==> config.mk <==
export PLATFORM = sky130hd
export DESIGN_NAME = prm_meter
export DESIGN_NICKNAME = d
export VERILOG_FILES = /design/src/logic/prm_pkg.sv /design/src/logic/prm_meter.sv
export SDC_FILE = /design/constraint.sdc
export NUM_CORES = 2
export LEC_CHECK = 0
export ABC_AREA = 1
export BUFFER_PORTS_ARGS = -buffer_cell sky130_fd_sc_hd__buf_4
export CORE_MARGIN = 3
export CORE_UTILIZATION = 40
export DETAILED_ROUTE_END_ITERATION = 6
export PLACE_DENSITY = 0.57
export SYNTH_ARGS = -nofsm -noshare
export SYNTH_HDL_FRONTEND = slang
export SYNTH_SLANG_ARGS = --single-unit
==> constraint.sdc <==
create_clock -name hclk -period 10 [get_ports hclk]
set_input_delay 1 -clock hclk [delete_from_list [all_inputs] [get_ports hclk]]
set_output_delay 1 -clock hclk [all_outputs]
set_load 0.01 [all_outputs]
==> src/logic/prm_pkg.sv <==
package prm_pkg;
	// register indices; byte address is index times four
	localparam logic [7:0] PRM_IDX_P0_3 = 8'h78;
	localparam logic [7:0] PRM_IDX_P4_7 = 8'h79;
	localparam logic [7:0] PRM_IDX_P8_11 = 8'h7A;
	localparam logic [7:0] PRM_IDX_P12_15 = 8'h7B;
	localparam logic [7:0] PRM_IDX_P16_19 = 8'h7C;
	// enable bits: ports 0-15 at 7Fh, ports 16-19 at 80h bits 3:0
	localparam logic [7:0] PRM_IDX_EN_LO = 8'h7F;
	localparam logic [7:0] PRM_IDX_EN_HI = 8'h80;
	localparam int PRM_EN_LO_W = 16;
	localparam int PRM_REG_W = 16;
	// word index bits of the byte address
	localparam int PRM_IDX_LSB = 2;
	localparam int PRM_IDX_MSB = 9;
	// internal slot codes of the two enable words and of a gap
	localparam logic [2:0] PRM_SLOT_EN_LO = 3'h5;
	localparam logic [2:0] PRM_SLOT_EN_HI = 3'h6;
	localparam logic [2:0] PRM_SLOT_NONE = 3'h7;
	localparam int PRM_NPORT = 20;
	localparam int PRM_NREG = 5;
	localparam int PRM_PPR = 4;
	localparam int PRM_FLD_W = 4;
	localparam int PRM_THR_W = 3;
	localparam int PRM_CNT_BIT = 3;
	localparam logic [15:0] PRM_CFG_RST = 16'h0000;
	localparam logic [PRM_NPORT-1:0] PRM_EN_RST = '0;
	// window for byte accounting: 1 ms
	localparam int PRM_WIN_US = 1000;
	localparam int PRM_CLK_MHZ = 100;
	localparam int PRM_WIN_CYC = PRM_WIN_US * PRM_CLK_MHZ;
	localparam int PRM_CNT_W = 24;
	localparam logic [1:0] PRM_HTRANS_NONSEQ = 2'b10;
	localparam logic [2:0] PRM_HSIZE_WORD = 3'b010;
	// bytes allowed per window for each code (bits/s / 64, but 156325 for 10M)
	localparam logic [PRM_CNT_W-1:0] PRM_LIM_64K = 24'h0003E8;
	localparam logic [PRM_CNT_W-1:0] PRM_LIM_128K = 24'h0007D0;
	localparam logic [PRM_CNT_W-1:0] PRM_LIM_256K = 24'h000FA0;
	localparam logic [PRM_CNT_W-1:0] PRM_LIM_512K = 24'h001F40;
	localparam logic [PRM_CNT_W-1:0] PRM_LIM_1M = 24'h003D09;
	localparam logic [PRM_CNT_W-1:0] PRM_LIM_4M = 24'h00F424;
	localparam logic [PRM_CNT_W-1:0] PRM_LIM_10M = 24'h0262A5;
	localparam logic [PRM_CNT_W-1:0] PRM_LIM_20M = 24'h04C4B4;
endpackage

==> src/logic/prm_meter.sv <==
// Decided for this implementation: the AHB-Lite slave port.
`timescale 1ns/1ps
// What this block does
// - three-bit code picks one of eight rates
// - thresholds at 2:0, 6:4, 10:8, 14:12
// - count-control bit sits above each threshold
// - bit zero: length charged to source port
// - reset: thresholds 000, count bits 0
// - indices 78h..7Ch hold ports 0..19
// - meter acts only when enable set; resets 0
module prm_meter
	import prm_pkg::*;
#(
	parameter int WIN_CYC = prm_pkg::PRM_WIN_CYC
) (
	input wire logic hclk,
	input wire logic hresetn,
	input wire logic clk_en,
	input wire logic hsel,
	input wire logic [31:0] haddr,
	input wire logic [1:0] htrans,
	input wire logic hwrite,
	input wire logic [2:0] hsize,
	input wire logic [31:0] hwdata,
	input wire logic hready,
	output logic [31:0] hrdata,
	output logic hreadyout,
	output logic hresp,
	input wire logic [prm_pkg::PRM_NPORT-1:0] rx_pkt_valid,
	input wire logic [10:0] rx_pkt_len [prm_pkg::PRM_NPORT],
	output logic [prm_pkg::PRM_NPORT-1:0] rx_drop,
	output logic [prm_pkg::PRM_NPORT-1:0] over_rate
);
	import prm_pkg::*;

	// limitations
	// the meter charges whole packets on the cycle rx_pkt_valid pulses; a
	// packet longer than the budget of its port's rate can never pass
	// one packet per port per cycle; a second pulse in the next cycle is
	// judged against the accumulator as updated by the first
	// config changes apply from the next cycle; the accumulator is not
	// cleared when a rate code or enable changes, only at window end
	// a disabled port keeps its accumulator, and over_rate reads low for it

	// elaboration checks; the logic below relies on these relations
	// the window needs at least one counting cycle
	if (WIN_CYC < 1) begin : g_bad_win
		$error("window must be at least one cycle");
	end

	// every port owns exactly one field of one config word
	if (PRM_NPORT != PRM_NREG * PRM_PPR) begin : g_bad_map
		$error("port count does not match the config words");
	end

	// four fields of threshold plus count bit fill one word
	if (PRM_FLD_W * PRM_PPR != PRM_REG_W || PRM_CNT_BIT != PRM_THR_W) begin : g_bad_fld
		$error("field layout does not fill a config word");
	end

	// the high enable register holds the ports above the low word
	if (PRM_NPORT <= PRM_EN_LO_W || PRM_NPORT > 2 * PRM_EN_LO_W) begin : g_bad_en
		$error("enable split needs between 17 and 32 ports");
	end

	// slots are three bits wide: config words, two enables, one gap
	if (PRM_NREG + 2 > int'(PRM_SLOT_NONE)) begin : g_bad_slot
		$error("too many config words for the slot code");
	end

	// the decoded address bits must form one index byte
	if (PRM_IDX_MSB - PRM_IDX_LSB + 1 != $bits(PRM_IDX_P0_3)) begin : g_bad_idx
		$error("index field width does not match the index constants");
	end

	// the widest budget must fit the accumulator
	if (PRM_CNT_W < $clog2(int'(PRM_LIM_20M)) + 1) begin : g_bad_cnt
		$error("accumulator too narrow for the largest budget");
	end

	// rate codes
	// budgets are bytes per window at the nominal clock and a 1 ms window;
	// a different WIN_CYC scales the window but not the budgets, so
	// simulation with a short window sees much higher effective rates

	// rate code to byte budget per window
	function automatic logic [PRM_CNT_W-1:0] lim_of(input logic [PRM_THR_W-1:0] code);
		case (code)
			3'h0: lim_of = PRM_LIM_64K;
			3'h1: lim_of = PRM_LIM_128K;
			3'h2: lim_of = PRM_LIM_256K;
			3'h3: lim_of = PRM_LIM_512K;
			3'h4: lim_of = PRM_LIM_1M;
			3'h5: lim_of = PRM_LIM_4M;
			3'h6: lim_of = PRM_LIM_10M;
			default: lim_of = PRM_LIM_20M;
		endcase
	endfunction

	// register slot of an index; enables and gaps get fixed slots
	function automatic logic [2:0] slot_of(input logic [7:0] idx);
		if (idx >= PRM_IDX_P0_3 && idx <= PRM_IDX_P16_19) begin
			slot_of = 3'(idx - PRM_IDX_P0_3);
		end else if (idx == PRM_IDX_EN_LO) begin
			slot_of = PRM_SLOT_EN_LO;
		end else if (idx == PRM_IDX_EN_HI) begin
			slot_of = PRM_SLOT_EN_HI;
		end else begin
			// 7Dh and 7Eh hold ports outside this block
			slot_of = PRM_SLOT_NONE;
		end
	endfunction

	// threshold code of a port inside its config word
	function automatic logic [PRM_THR_W-1:0] thr_of(input logic [PRM_REG_W-1:0] w, input int q);
		thr_of = w[q * PRM_FLD_W +: PRM_THR_W];
	endfunction

	// length-count control bit, one above the threshold field
	function automatic logic cnt_of(input logic [PRM_REG_W-1:0] w, input int q);
		cnt_of = w[q * PRM_FLD_W + PRM_CNT_BIT];
	endfunction

	// register file state
	// five config words, one per group of four ports, all reset to zero
	// enables kept as one vector; low word at 7Fh, ports 16-19 at 80h
	// a write is applied one cycle late, in its data phase, when hwdata stands
	// wslot_r remembers where that pending write goes

	logic [15:0] cfg_r [PRM_NREG];
	logic [15:0] cfg_nxt [PRM_NREG];
	logic [PRM_NPORT-1:0] en_r;
	logic [PRM_NPORT-1:0] en_nxt;
	logic wr_pend_r;
	logic wr_pend_nxt;
	logic [2:0] wslot_r;
	logic [2:0] wslot_nxt;
	logic [31:0] hrdata_nxt;
	logic [2:0] aslot;
	logic take;

	// a transfer is taken only on a NONSEQ with hready high
	// hsize is not checked: every register is one aligned word
	// only the index bits are decoded, so higher addresses alias
	// clk_en low stalls the pending write; the master sees no wait state,
	// so software must not drive the bus while the block is frozen
	assign take = hsel && hready && (htrans == PRM_HTRANS_NONSEQ);
	assign aslot = slot_of(haddr[PRM_IDX_MSB:PRM_IDX_LSB]);

	// bus behaviour
	// zero wait states: hreadyout is always high, hresp always okay
	// read data is fetched in the address phase and stands in the data
	// phase until the next taken transfer; a taken write clears it to zero
	// unmapped indices read as zero and ignore writes
	// the config words are 16 bits; upper read bits are zero

	// bus next state; zero-wait slave, reads answered in data phase
	always_comb begin
		cfg_nxt = cfg_r;
		en_nxt = en_r;
		wr_pend_nxt = 1'b0;
		wslot_nxt = wslot_r;
		hrdata_nxt = hrdata;
		// data phase of a write lands the word in the slot it addressed
		if (wr_pend_r) begin
			case (wslot_r)
				PRM_SLOT_EN_LO: begin
					en_nxt[PRM_EN_LO_W-1:0] = hwdata[PRM_EN_LO_W-1:0];
				end
				PRM_SLOT_EN_HI: begin
					// only ports 16 to 19 exist here; higher bits are dropped
					en_nxt[PRM_NPORT-1:PRM_EN_LO_W] = hwdata[PRM_NPORT-PRM_EN_LO_W-1:0];
				end
				PRM_SLOT_NONE: begin
					wr_pend_nxt = 1'b0;
				end
				default: begin
					if (wslot_r < 3'(PRM_NREG)) begin
						cfg_nxt[wslot_r] = hwdata[PRM_REG_W-1:0];
					end
				end
			endcase
		end
		// address phase: note the slot, and fetch read data now
		if (take) begin
			wr_pend_nxt = hwrite;
			wslot_nxt = aslot;
			hrdata_nxt = 32'h00000000;
			// a read right after a write to the same slot sees the new value
			if (!hwrite) begin
				case (aslot)
					PRM_SLOT_EN_LO: begin
						hrdata_nxt = 32'(en_nxt[PRM_EN_LO_W-1:0]);
					end
					PRM_SLOT_EN_HI: begin
						hrdata_nxt = 32'(en_nxt[PRM_NPORT-1:PRM_EN_LO_W]);
					end
					PRM_SLOT_NONE: begin
						hrdata_nxt = 32'h00000000;
					end
					default: begin
						if (aslot < 3'(PRM_NREG)) begin
							hrdata_nxt = 32'(cfg_nxt[aslot]);
						end
					end
				endcase
			end
		end
	end

	// bus registers; hreadyout and hresp are constants but still come from
	// flops so that every output of the block leaves a register
	// clk_en low holds everything, including a write waiting for its data
	always_ff @(posedge hclk or negedge hresetn) begin
		if (!hresetn) begin
			for (int i = 0; i < PRM_NREG; i++) begin
				cfg_r[i] <= PRM_CFG_RST;
			end
			en_r <= PRM_EN_RST;
			wr_pend_r <= 1'b0;
			wslot_r <= 3'h0;
			hrdata <= 32'h00000000;
			hreadyout <= 1'b1;
			hresp <= 1'b0;
		end else if (clk_en) begin
			cfg_r <= cfg_nxt;
			en_r <= en_nxt;
			wr_pend_r <= wr_pend_nxt;
			wslot_r <= wslot_nxt;
			hrdata <= hrdata_nxt;
			hreadyout <= 1'b1;
			hresp <= 1'b0;
		end
	end

	// metering
	// each enabled port owns a byte accumulator that restarts every window
	// the budget per window follows from the port's rate code
	// a packet that would push the accumulator past the budget is dropped
	// whole; a dropped packet is not charged, so later small packets may pass
	// trade-off: a fixed window is cheap but lets a burst of up to twice the
	// budget through across a window boundary
	// the count bit set exempts the port: nothing is charged or dropped

	// per-port metering state
	logic [PRM_CNT_W-1:0] acc_r [PRM_NPORT];
	logic [PRM_CNT_W-1:0] acc_nxt [PRM_NPORT];
	logic [31:0] win_r;
	logic [31:0] win_nxt;
	logic [PRM_NPORT-1:0] drop_nxt;
	logic [PRM_NPORT-1:0] over_nxt;
	logic win_end;

	// window timing
	// win_r counts hclk cycles while clk_en is high; a frozen clock enable
	// stretches the window, which only makes the meter more lenient
	assign win_end = (win_r == 32'(WIN_CYC - 1));

	// bytes accumulate per window; packets beyond budget are dropped
	always_comb begin
		logic [PRM_THR_W-1:0] code;
		logic cnt_sel;
		logic [PRM_CNT_W-1:0] lim;
		logic [PRM_CNT_W-1:0] sum;
		code = '0;
		cnt_sel = 1'b0;
		lim = '0;
		sum = '0;
		// free-running window counter, wraps at the last cycle
		win_nxt = win_end ? 32'h00000000 : win_r + 32'h00000001;
		for (int p = 0; p < PRM_NPORT; p++) begin
			// settings of this port from its config word
			code = thr_of(cfg_r[p / PRM_PPR], p % PRM_PPR);
			cnt_sel = cnt_of(cfg_r[p / PRM_PPR], p % PRM_PPR);
			lim = lim_of(code);
			// the length is widened before adding
			sum = acc_r[p] + PRM_CNT_W'(rx_pkt_len[p]);
			// window end clears; a packet on that cycle is checked, not added
			acc_nxt[p] = win_end ? '0 : acc_r[p];
			drop_nxt[p] = 1'b0;
			// level flag: budget used up while metering is enabled
			over_nxt[p] = en_r[p] && (acc_r[p] >= lim);
			// count bit 1 leaves the length uncharged to the source
			if (rx_pkt_valid[p] && en_r[p] && !cnt_sel) begin
				// the wrap test guards against an accumulator overflow
				if (sum > lim || sum < acc_r[p]) begin
					drop_nxt[p] = 1'b1;
				end else if (!win_end) begin
					acc_nxt[p] = sum;
				end
			end
		end
	end

	// meter registers; rx_drop is a one-cycle pulse, over_rate a level
	// both are registered; rx_drop trails the packet by one cycle, over_rate by two
	always_ff @(posedge hclk or negedge hresetn) begin
		if (!hresetn) begin
			for (int p = 0; p < PRM_NPORT; p++) begin
				acc_r[p] <= '0;
			end
			win_r <= 32'h00000000;
			rx_drop <= '0;
			over_rate <= '0;
		end else if (clk_en) begin
			acc_r <= acc_nxt;
			win_r <= win_nxt;
			rx_drop <= drop_nxt;
			over_rate <= over_nxt;
		end
	end
endmodule

== After elaboration in Yosys (flattened, before gate mapping) ==
Cells that the tools add are included.
Cells by class
  add/subtract/negate cells: 22
  magnitude comparators: 67
  equality and inequality tests: 130
  mux-type cells: 160
  bitwise gates (word level): 2
  reduce and logical (&&, ||, !) cells: 126
Operators by type and width (number)
  case mux 19 bit (7 select lines): 20
  2-to-1 mux 24 bit: 80
  adder 24 x 11 -> 24 bit: 20
  greater-or-equal comparator 24 bit: 20
  > comparator 24 bit: 20
  < comparator 24 bit: 20
  2-to-1 mux 80 bit: 3
  equality test 3 bit, second input constant: 66
  equality test 3 x 2 -> 1 bit, second input constant: 40
  2-to-1 mux 16 bit: 6
  bitwise mux 80 bit: 1
  logical AND 1 bit: 64
  equality test 3 x 1 -> 1 bit, second input constant: 20
  logical NOT 3 bit: 20
  binary-select mux 16 bit (select 3 bit): 1
  demux 16 bit (select 3 bit): 1
  case mux 16 bit (3 select lines): 1
  2-to-1 mux 1 bit: 42
  adder 32 x 1 -> 32 bit, second input constant: 1
  equality test 32 x 17 -> 1 bit, second input constant: 1
  2-to-1 mux 32 bit: 1
  logical NOT 1 bit: 20
  logical OR 1 bit: 20
  2-to-1 mux 20 bit: 1
  15 further kinds: 18
Storage, ports and cells
  bits in registers: 688
  input bits: 315
  output and inout port bits: 74

== Depth between registers and ports, before layout ==
  word-level depth: 15
  depth in mapped cells: 34
  depth with buffers taken out: 33

== Worst setup path after synthesis ==
OpenSTA, ideal clock, no wires.
  kind: input -> register
  start: input port rx_pkt_len[176] (netlist bit)
  end: register acc_r[400] (netlist bit)
  setup time: 0.123 ns
  data arrival time: 4.587 ns
  path slack: 5.290 ns
  cell stages on the path: 32
  buffers on the path: 1
  cells stage by stage: ha_1 -> fa_1 -> nand2_1 -> nand2_1 -> a21oi_1 -> o21ai_0 -> nand2_1 -> nand2_1 -> a21oi_1 -> o21ai_0 -> nand2_1 -> inv_1 -> nor2_1 -> nor3_1 -> ha_1 -> inv_1 -> ha_1 -> nand2_1 -> inv_1 -> o21ai_0 -> nand2_1 -> nor2_1 -> nand2_1 -> nand2_1 -> nand2_1 -> nand2_1 -> nand4_1 -> nor2_4 -> nand3_2 -> buf_6 -> nand3_1 -> o21ai_1
Between the ends
  longest elaborated chain between the ends: 5
  elaborated cells between the ends (all ways): 7
RTL lines
  start: declaration: line prm_meter.sv:30  | input wire logic [10:0] rx_pkt_len [prm_pkg::PRM_NPORT],
  adder 24 x 11 -> 24 bit *: line prm_meter.sv:277  | sum = acc_r[p] + PRM_CNT_W'(rx_pkt_len[p]);
  > comparator 24 bit or < comparator 24 bit (tied branches): line prm_meter.sv:286  | if (sum > lim || sum < acc_r[p]) begin
  logical OR 1 bit: line prm_meter.sv:286
  2-to-1 mux 24 bit *: line prm_meter.sv:286
  2-to-1 mux 24 bit *: line prm_meter.sv:284  | if (rx_pkt_valid[p] && en_r[p] && !cnt_sel) begin
  end signal: assignment: line prm_meter.sv:306  | acc_r <= acc_nxt;
  end: declaration: line prm_meter.sv:246  | logic [PRM_CNT_W-1:0] acc_r [PRM_NPORT];
Every way passes the cells marked *; elsewhere a longest branch is shown, timed or not.
A chain may end at the register's enable or synchronous reset.

== Final worst setup path ==
  start: register acc_r[24] (netlist bit)
  end: register acc_r[38] (netlist bit)
Between the ends
  longest elaborated chain between the ends: 5
  elaborated cells between the ends (all ways): 7
RTL lines (line)
  adder 24 x 11 -> 24 bit: prm_meter.sv:277
  > comparator 24 bit or < comparator 24 bit (tied branches): prm_meter.sv:286
  logical OR 1 bit: prm_meter.sv:286
  2-to-1 mux 24 bit *: prm_meter.sv:286
  2-to-1 mux 24 bit *: prm_meter.sv:284
Marked as above.

==> results.sh <==
export IMPL_status="finished, violations left"
export IMPL_failed_checks="DRC"
export IMPL_ys_seq_area_share_pct=20.5
export IMPL_period_minus_slack_ns=5.94
export IMPL_drt_iter0_drc=5930
export IMPL_groute_usage_overall_pct=26.3
export IMPL_finalPower_w=0.0139
export IMPL_floorplan_initialDensity_pct=40.4
export IMPL_cts_reportedPaths_clkPinSlew_ns=0.07
export IMPL_cts_tree="yes"
export IMPL_synth_lib_cells_used_distinct=71
export IMPL_design_core_area_sq_mm=0.203
export IMPL_max_cap_violations=0
export IMPL_fin_tns_setup_ns=0
export IMPL_synth_ff_latch_count=672
export IMPL_finalWeightedCongestion=0.948
export IMPL_detail_route_wirelength_um=283000
export IMPL_clock_sinks=672
export IMPL_worst_r2r_startpoint="acc_r[24]$_DFFE_PN0P_"
export IMPL_die_width_um=459
export IMPL_critical_path_top_cell_by_count="sky130_fd_sc_hd__nand2_1"
export IMPL_slew_viol_final=0
export IMPL_yosysTopAreaCell="sky130_fd_sc_hd__dfrtp_1"
export IMPL_wl_per_cell_um=18.0
export IMPL_critPathRequiredTime_ns=10.60
export IMPL_switching_share_pct=45.5
export IMPL_comb_power_share_pct=48.1
export IMPL_final_cell_mix="4237 x sky130_fd_sc_hd__nand2_1, 1736 x sky130_fd_sc_hd__inv_1, 1201 x sky130_fd_sc_hd__ha_1, 1061 x sky130_fd_sc_hd__nor2_1, 855 x sky130_fd_sc_hd__nand3_1"
export IMPL_crit_type="flop to flop"
export IMPL_layout_skew_ns=0.0454
export IMPL_io_pin_count=389
export IMPL_first_pass_iters=7
export IMPL_hold_violations=0
export IMPL_global_route_wire_length_before_repair_um=447000
export IMPL_critPathArrivalTime_ns=6.55
export IMPL_clock_tree_htree_level_count=3
export IMPL_grt_remaining_overflow=0
export IMPL_hold_ws_ns=0.246
export IMPL_critical_path_slowest_cell="sky130_fd_sc_hd__nor2_2"
export IMPL_clockBufferDepth=3
export IMPL_synth_top_cell_area_share_pct=20.5
export IMPL_r2r_worst_path_cells=33
export IMPL_timing_slew_headroom_pct=18.7
export IMPL_start_kind="flop"
export IMPL_clock_tree_root_cell="sky130_fd_sc_hd__clkbuf_16"
export IMPL_synth_top_cells_by_area="sky130_fd_sc_hd__dfrtp_1 21%, sky130_fd_sc_hd__nand2_1 19%, sky130_fd_sc_hd__ha_1 18%"
export IMPL_layout_nets=14500
export IMPL_layout_worst_path_cycle_share_pct=59.4
export IMPL_dpl_instance_area_sq_mm=0.0865
export IMPL_postSynthAreaPerCell_sq_um=6.36
export IMPL_number_of_antenna_violations_at_the_first_check_in_global_routing=24
export IMPL_post_route_cell_area_sq_mm=0.0898
export IMPL_ys_warnings_count=0
export IMPL_layout_commonest_cell="sky130_fd_sc_hd__nand2_1"
export IMPL_seq_power_share_pct=25.7
export IMPL_resized_gates_after_cts=0
export IMPL_pin_count_of_the_biggest_net_entering_global_routing=207
export IMPL_dpl_wire_length_um=215000
export IMPL_ant_nets=0
export IMPL_timing_critical_path_slowest_cell_delay_ns=0.85
export IMPL_area_growth_syn_to_layout_pct=9.63
export IMPL_rsz0062_at_grt="no"
export IMPL_hp_class="input pin to async pin"
export IMPL_crit_family="simple AND/OR/NAND/NOR gates"
export IMPL_power_density_mw_per_mm2=155
export IMPL_layout_drive_gt1_share_pct=6.34
export IMPL_die_area_sq_mm=0.210
export IMPL_number_of_enable_type_register_cells_in_the_synthesized_netlist=0
export IMPL_vdd_ir_drop_max_uv=162
export IMPL_achievable_frequency_mhz=168
export IMPL_postCtsSetupBuffers=0
export IMPL_die_height_um=459
export IMPL_setup_violations=0
export IMPL_worst_skew_pair_later_pin_latency_ns=0.76
export IMPL_worst_path_max_fanout=23
export IMPL_post_synthesis_cell_area_sq_mm=0.0819
export IMPL_vias_per_cell=5.31
export IMPL_first_global_vias=80300
export IMPL_post_cts_hold_buffer_count=0
export IMPL_cell_internal_pwr_w=0.00759
export IMPL_power_switching_w=0.00633
export IMPL_clock_power_share_pct=26.2
export IMPL_worstSetupEndpointType="flop"
export IMPL_cts_buffers=95
export IMPL_setup_reg_to_reg_worst_slack_ns=4.06
export IMPL_crit_path_start="acc_r[24]$_DFFE_PN0P_"
export IMPL_static_leakage_power_nw=51.6
export IMPL_drt_drc_violations_left=6
export IMPL_post_synthesis_cell_count=12900
export IMPL_critical_path_reg2reg_endpoint="acc_r[38]$_DFFE_PN0P_"
export IMPL_worstPathBufferInverterCount=5
export IMPL_num_rows=165
export IMPL_port_buffers=327
export IMPL_worst_slew_pin_transition_ns=1.22
export IMPL_synth_ff_type="sky130_fd_sc_hd__dfrtp_1"
export IMPL_vias=83600
export IMPL_postSynth_asyncResetShare_pct=100
==> metrics by stage <==
stage | util [%] | instances | worst slack (ns)
floorplan | - | 12900 | 5.29
global placement | 42.6 | 15600 | 3.46
detailed placement | 42.6 | 15600 | 3.47
CTS | 44.2 | 15700 | 4.14
global route | 44.3 | 15800 | 3.37
finish | 44.3 | 15800 | 4.06
==> cell usage after synthesis (21+ instances only) <==
master                     instances
sky130_fd_sc_hd__o21ai_0         492
sky130_fd_sc_hd__nand3_1         857
sky130_fd_sc_hd__nor3_1          157
sky130_fd_sc_hd__dfrtp_1         672
sky130_fd_sc_hd__a211oi_1         22
sky130_fd_sc_hd__o211ai_1         26
sky130_fd_sc_hd__nand2_2          42
sky130_fd_sc_hd__xnor2_1          54
sky130_fd_sc_hd__nor4_1           42
sky130_fd_sc_hd__o21ai_1          45
sky130_fd_sc_hd__a21oi_1         553
sky130_fd_sc_hd__inv_1          1737
sky130_fd_sc_hd__xor2_1          251
sky130_fd_sc_hd__nand4_1         514
sky130_fd_sc_hd__o21a_1           21
sky130_fd_sc_hd__nor2_1         1070
sky130_fd_sc_hd__nor2_2           30
sky130_fd_sc_hd__clkbuf_1        214
sky130_fd_sc_hd__nand3b_1         57
sky130_fd_sc_hd__inv_2            33
sky130_fd_sc_hd__buf_4            45
sky130_fd_sc_hd__a21o_1           42
sky130_fd_sc_hd__ha_1           1201
sky130_fd_sc_hd__nor3_2           23
sky130_fd_sc_hd__nand3_2          21
sky130_fd_sc_hd__buf_2           111
sky130_fd_sc_hd__buf_1            21
sky130_fd_sc_hd__nand2_1        4238
==> how the worst max path moves through the flow <==
stage	to	slack, ns	cells past startpoint
4_1_cts	acc_r[38]$_DFFE_PN0P_	4.14	33
6_report	acc_r[38]$_DFFE_PN0P_	4.06	33
5_1_grt	acc_r[37]$_DFFE_PN0P_	3.37	33
2_1_floorplan	acc_r[400]$_DFFE_PN0P_	5.29	32
3_5_place_dp	acc_r[38]$_DFFE_PN0P_	3.47	34
3_3_place_gp	acc_r[27]$_DFFE_PN0P_	3.46	34
==> worst reg2reg max path, delay by kind of cell (launching register included) <==
| family | cells | cell delay (ns) |
|---|---|---|
| simple gates | 20 | 3.09 |
| fa+ha+maj | 4 | 1.25 |
| compound gates | 4 | 0.69 |
| flops | 1 | 0.40 |
| buf+inv | 5 | 0.38 |
==> kinds of logic after synthesis <==
logic type,count (synthesis),synth area share [%]
simple gates,7134,37.3
other cells,2,0.00917
compound gates,1351,9.24
fa+ha+maj,1221,18.8
mux,18,0.220
flops,672,20.5
xor+xnor,305,3.26
buf+inv,2183,10.6
==> layout make-up <==
cell class | instances | area [sq um]
flip-flops and latches | 672 | 16800
multi-input cells | 10000 | 56600
clock buffers | 133 | 2800
well taps | 2672 | 3340
clock inverters | 42 | 478
inverters | 1771 | 6660
repair buffers | 402 | 3110
fillers | 21300 | 113000
diodes | 16 | 40.0
==> sequential cells by signal (all words and copies together), names as in the netlist <==
name and cells:
acc_r 480, cfg_r 80, en_r 20, hrdata 16, over_rate 20, rx_drop 20, win_r 32, wr_pend_r 1
wslot_r 3
==> power by group through the flow <==
stage          logic, W  registers [W]  clock network [W]
2_1_floorplan   0.00490        0.00337                  0
3_3_place_gp    0.00644        0.00360                  0
3_5_place_dp    0.00662        0.00361                  0
4_1_cts         0.00667        0.00356            0.00377
5_1_grt         0.00773        0.00363            0.00386
6_report        0.00669        0.00357            0.00365
==> routing by layer <==
layer	GRT usage [%]	routed length, um	share of wire, %
met1	34.9	129000	45
met5	0	38	0.013
met2	42.8	127000	45
met4	12.7	14200	5.0
met3	2.80	13500	4.8
(Power assumes the default switching activity.)
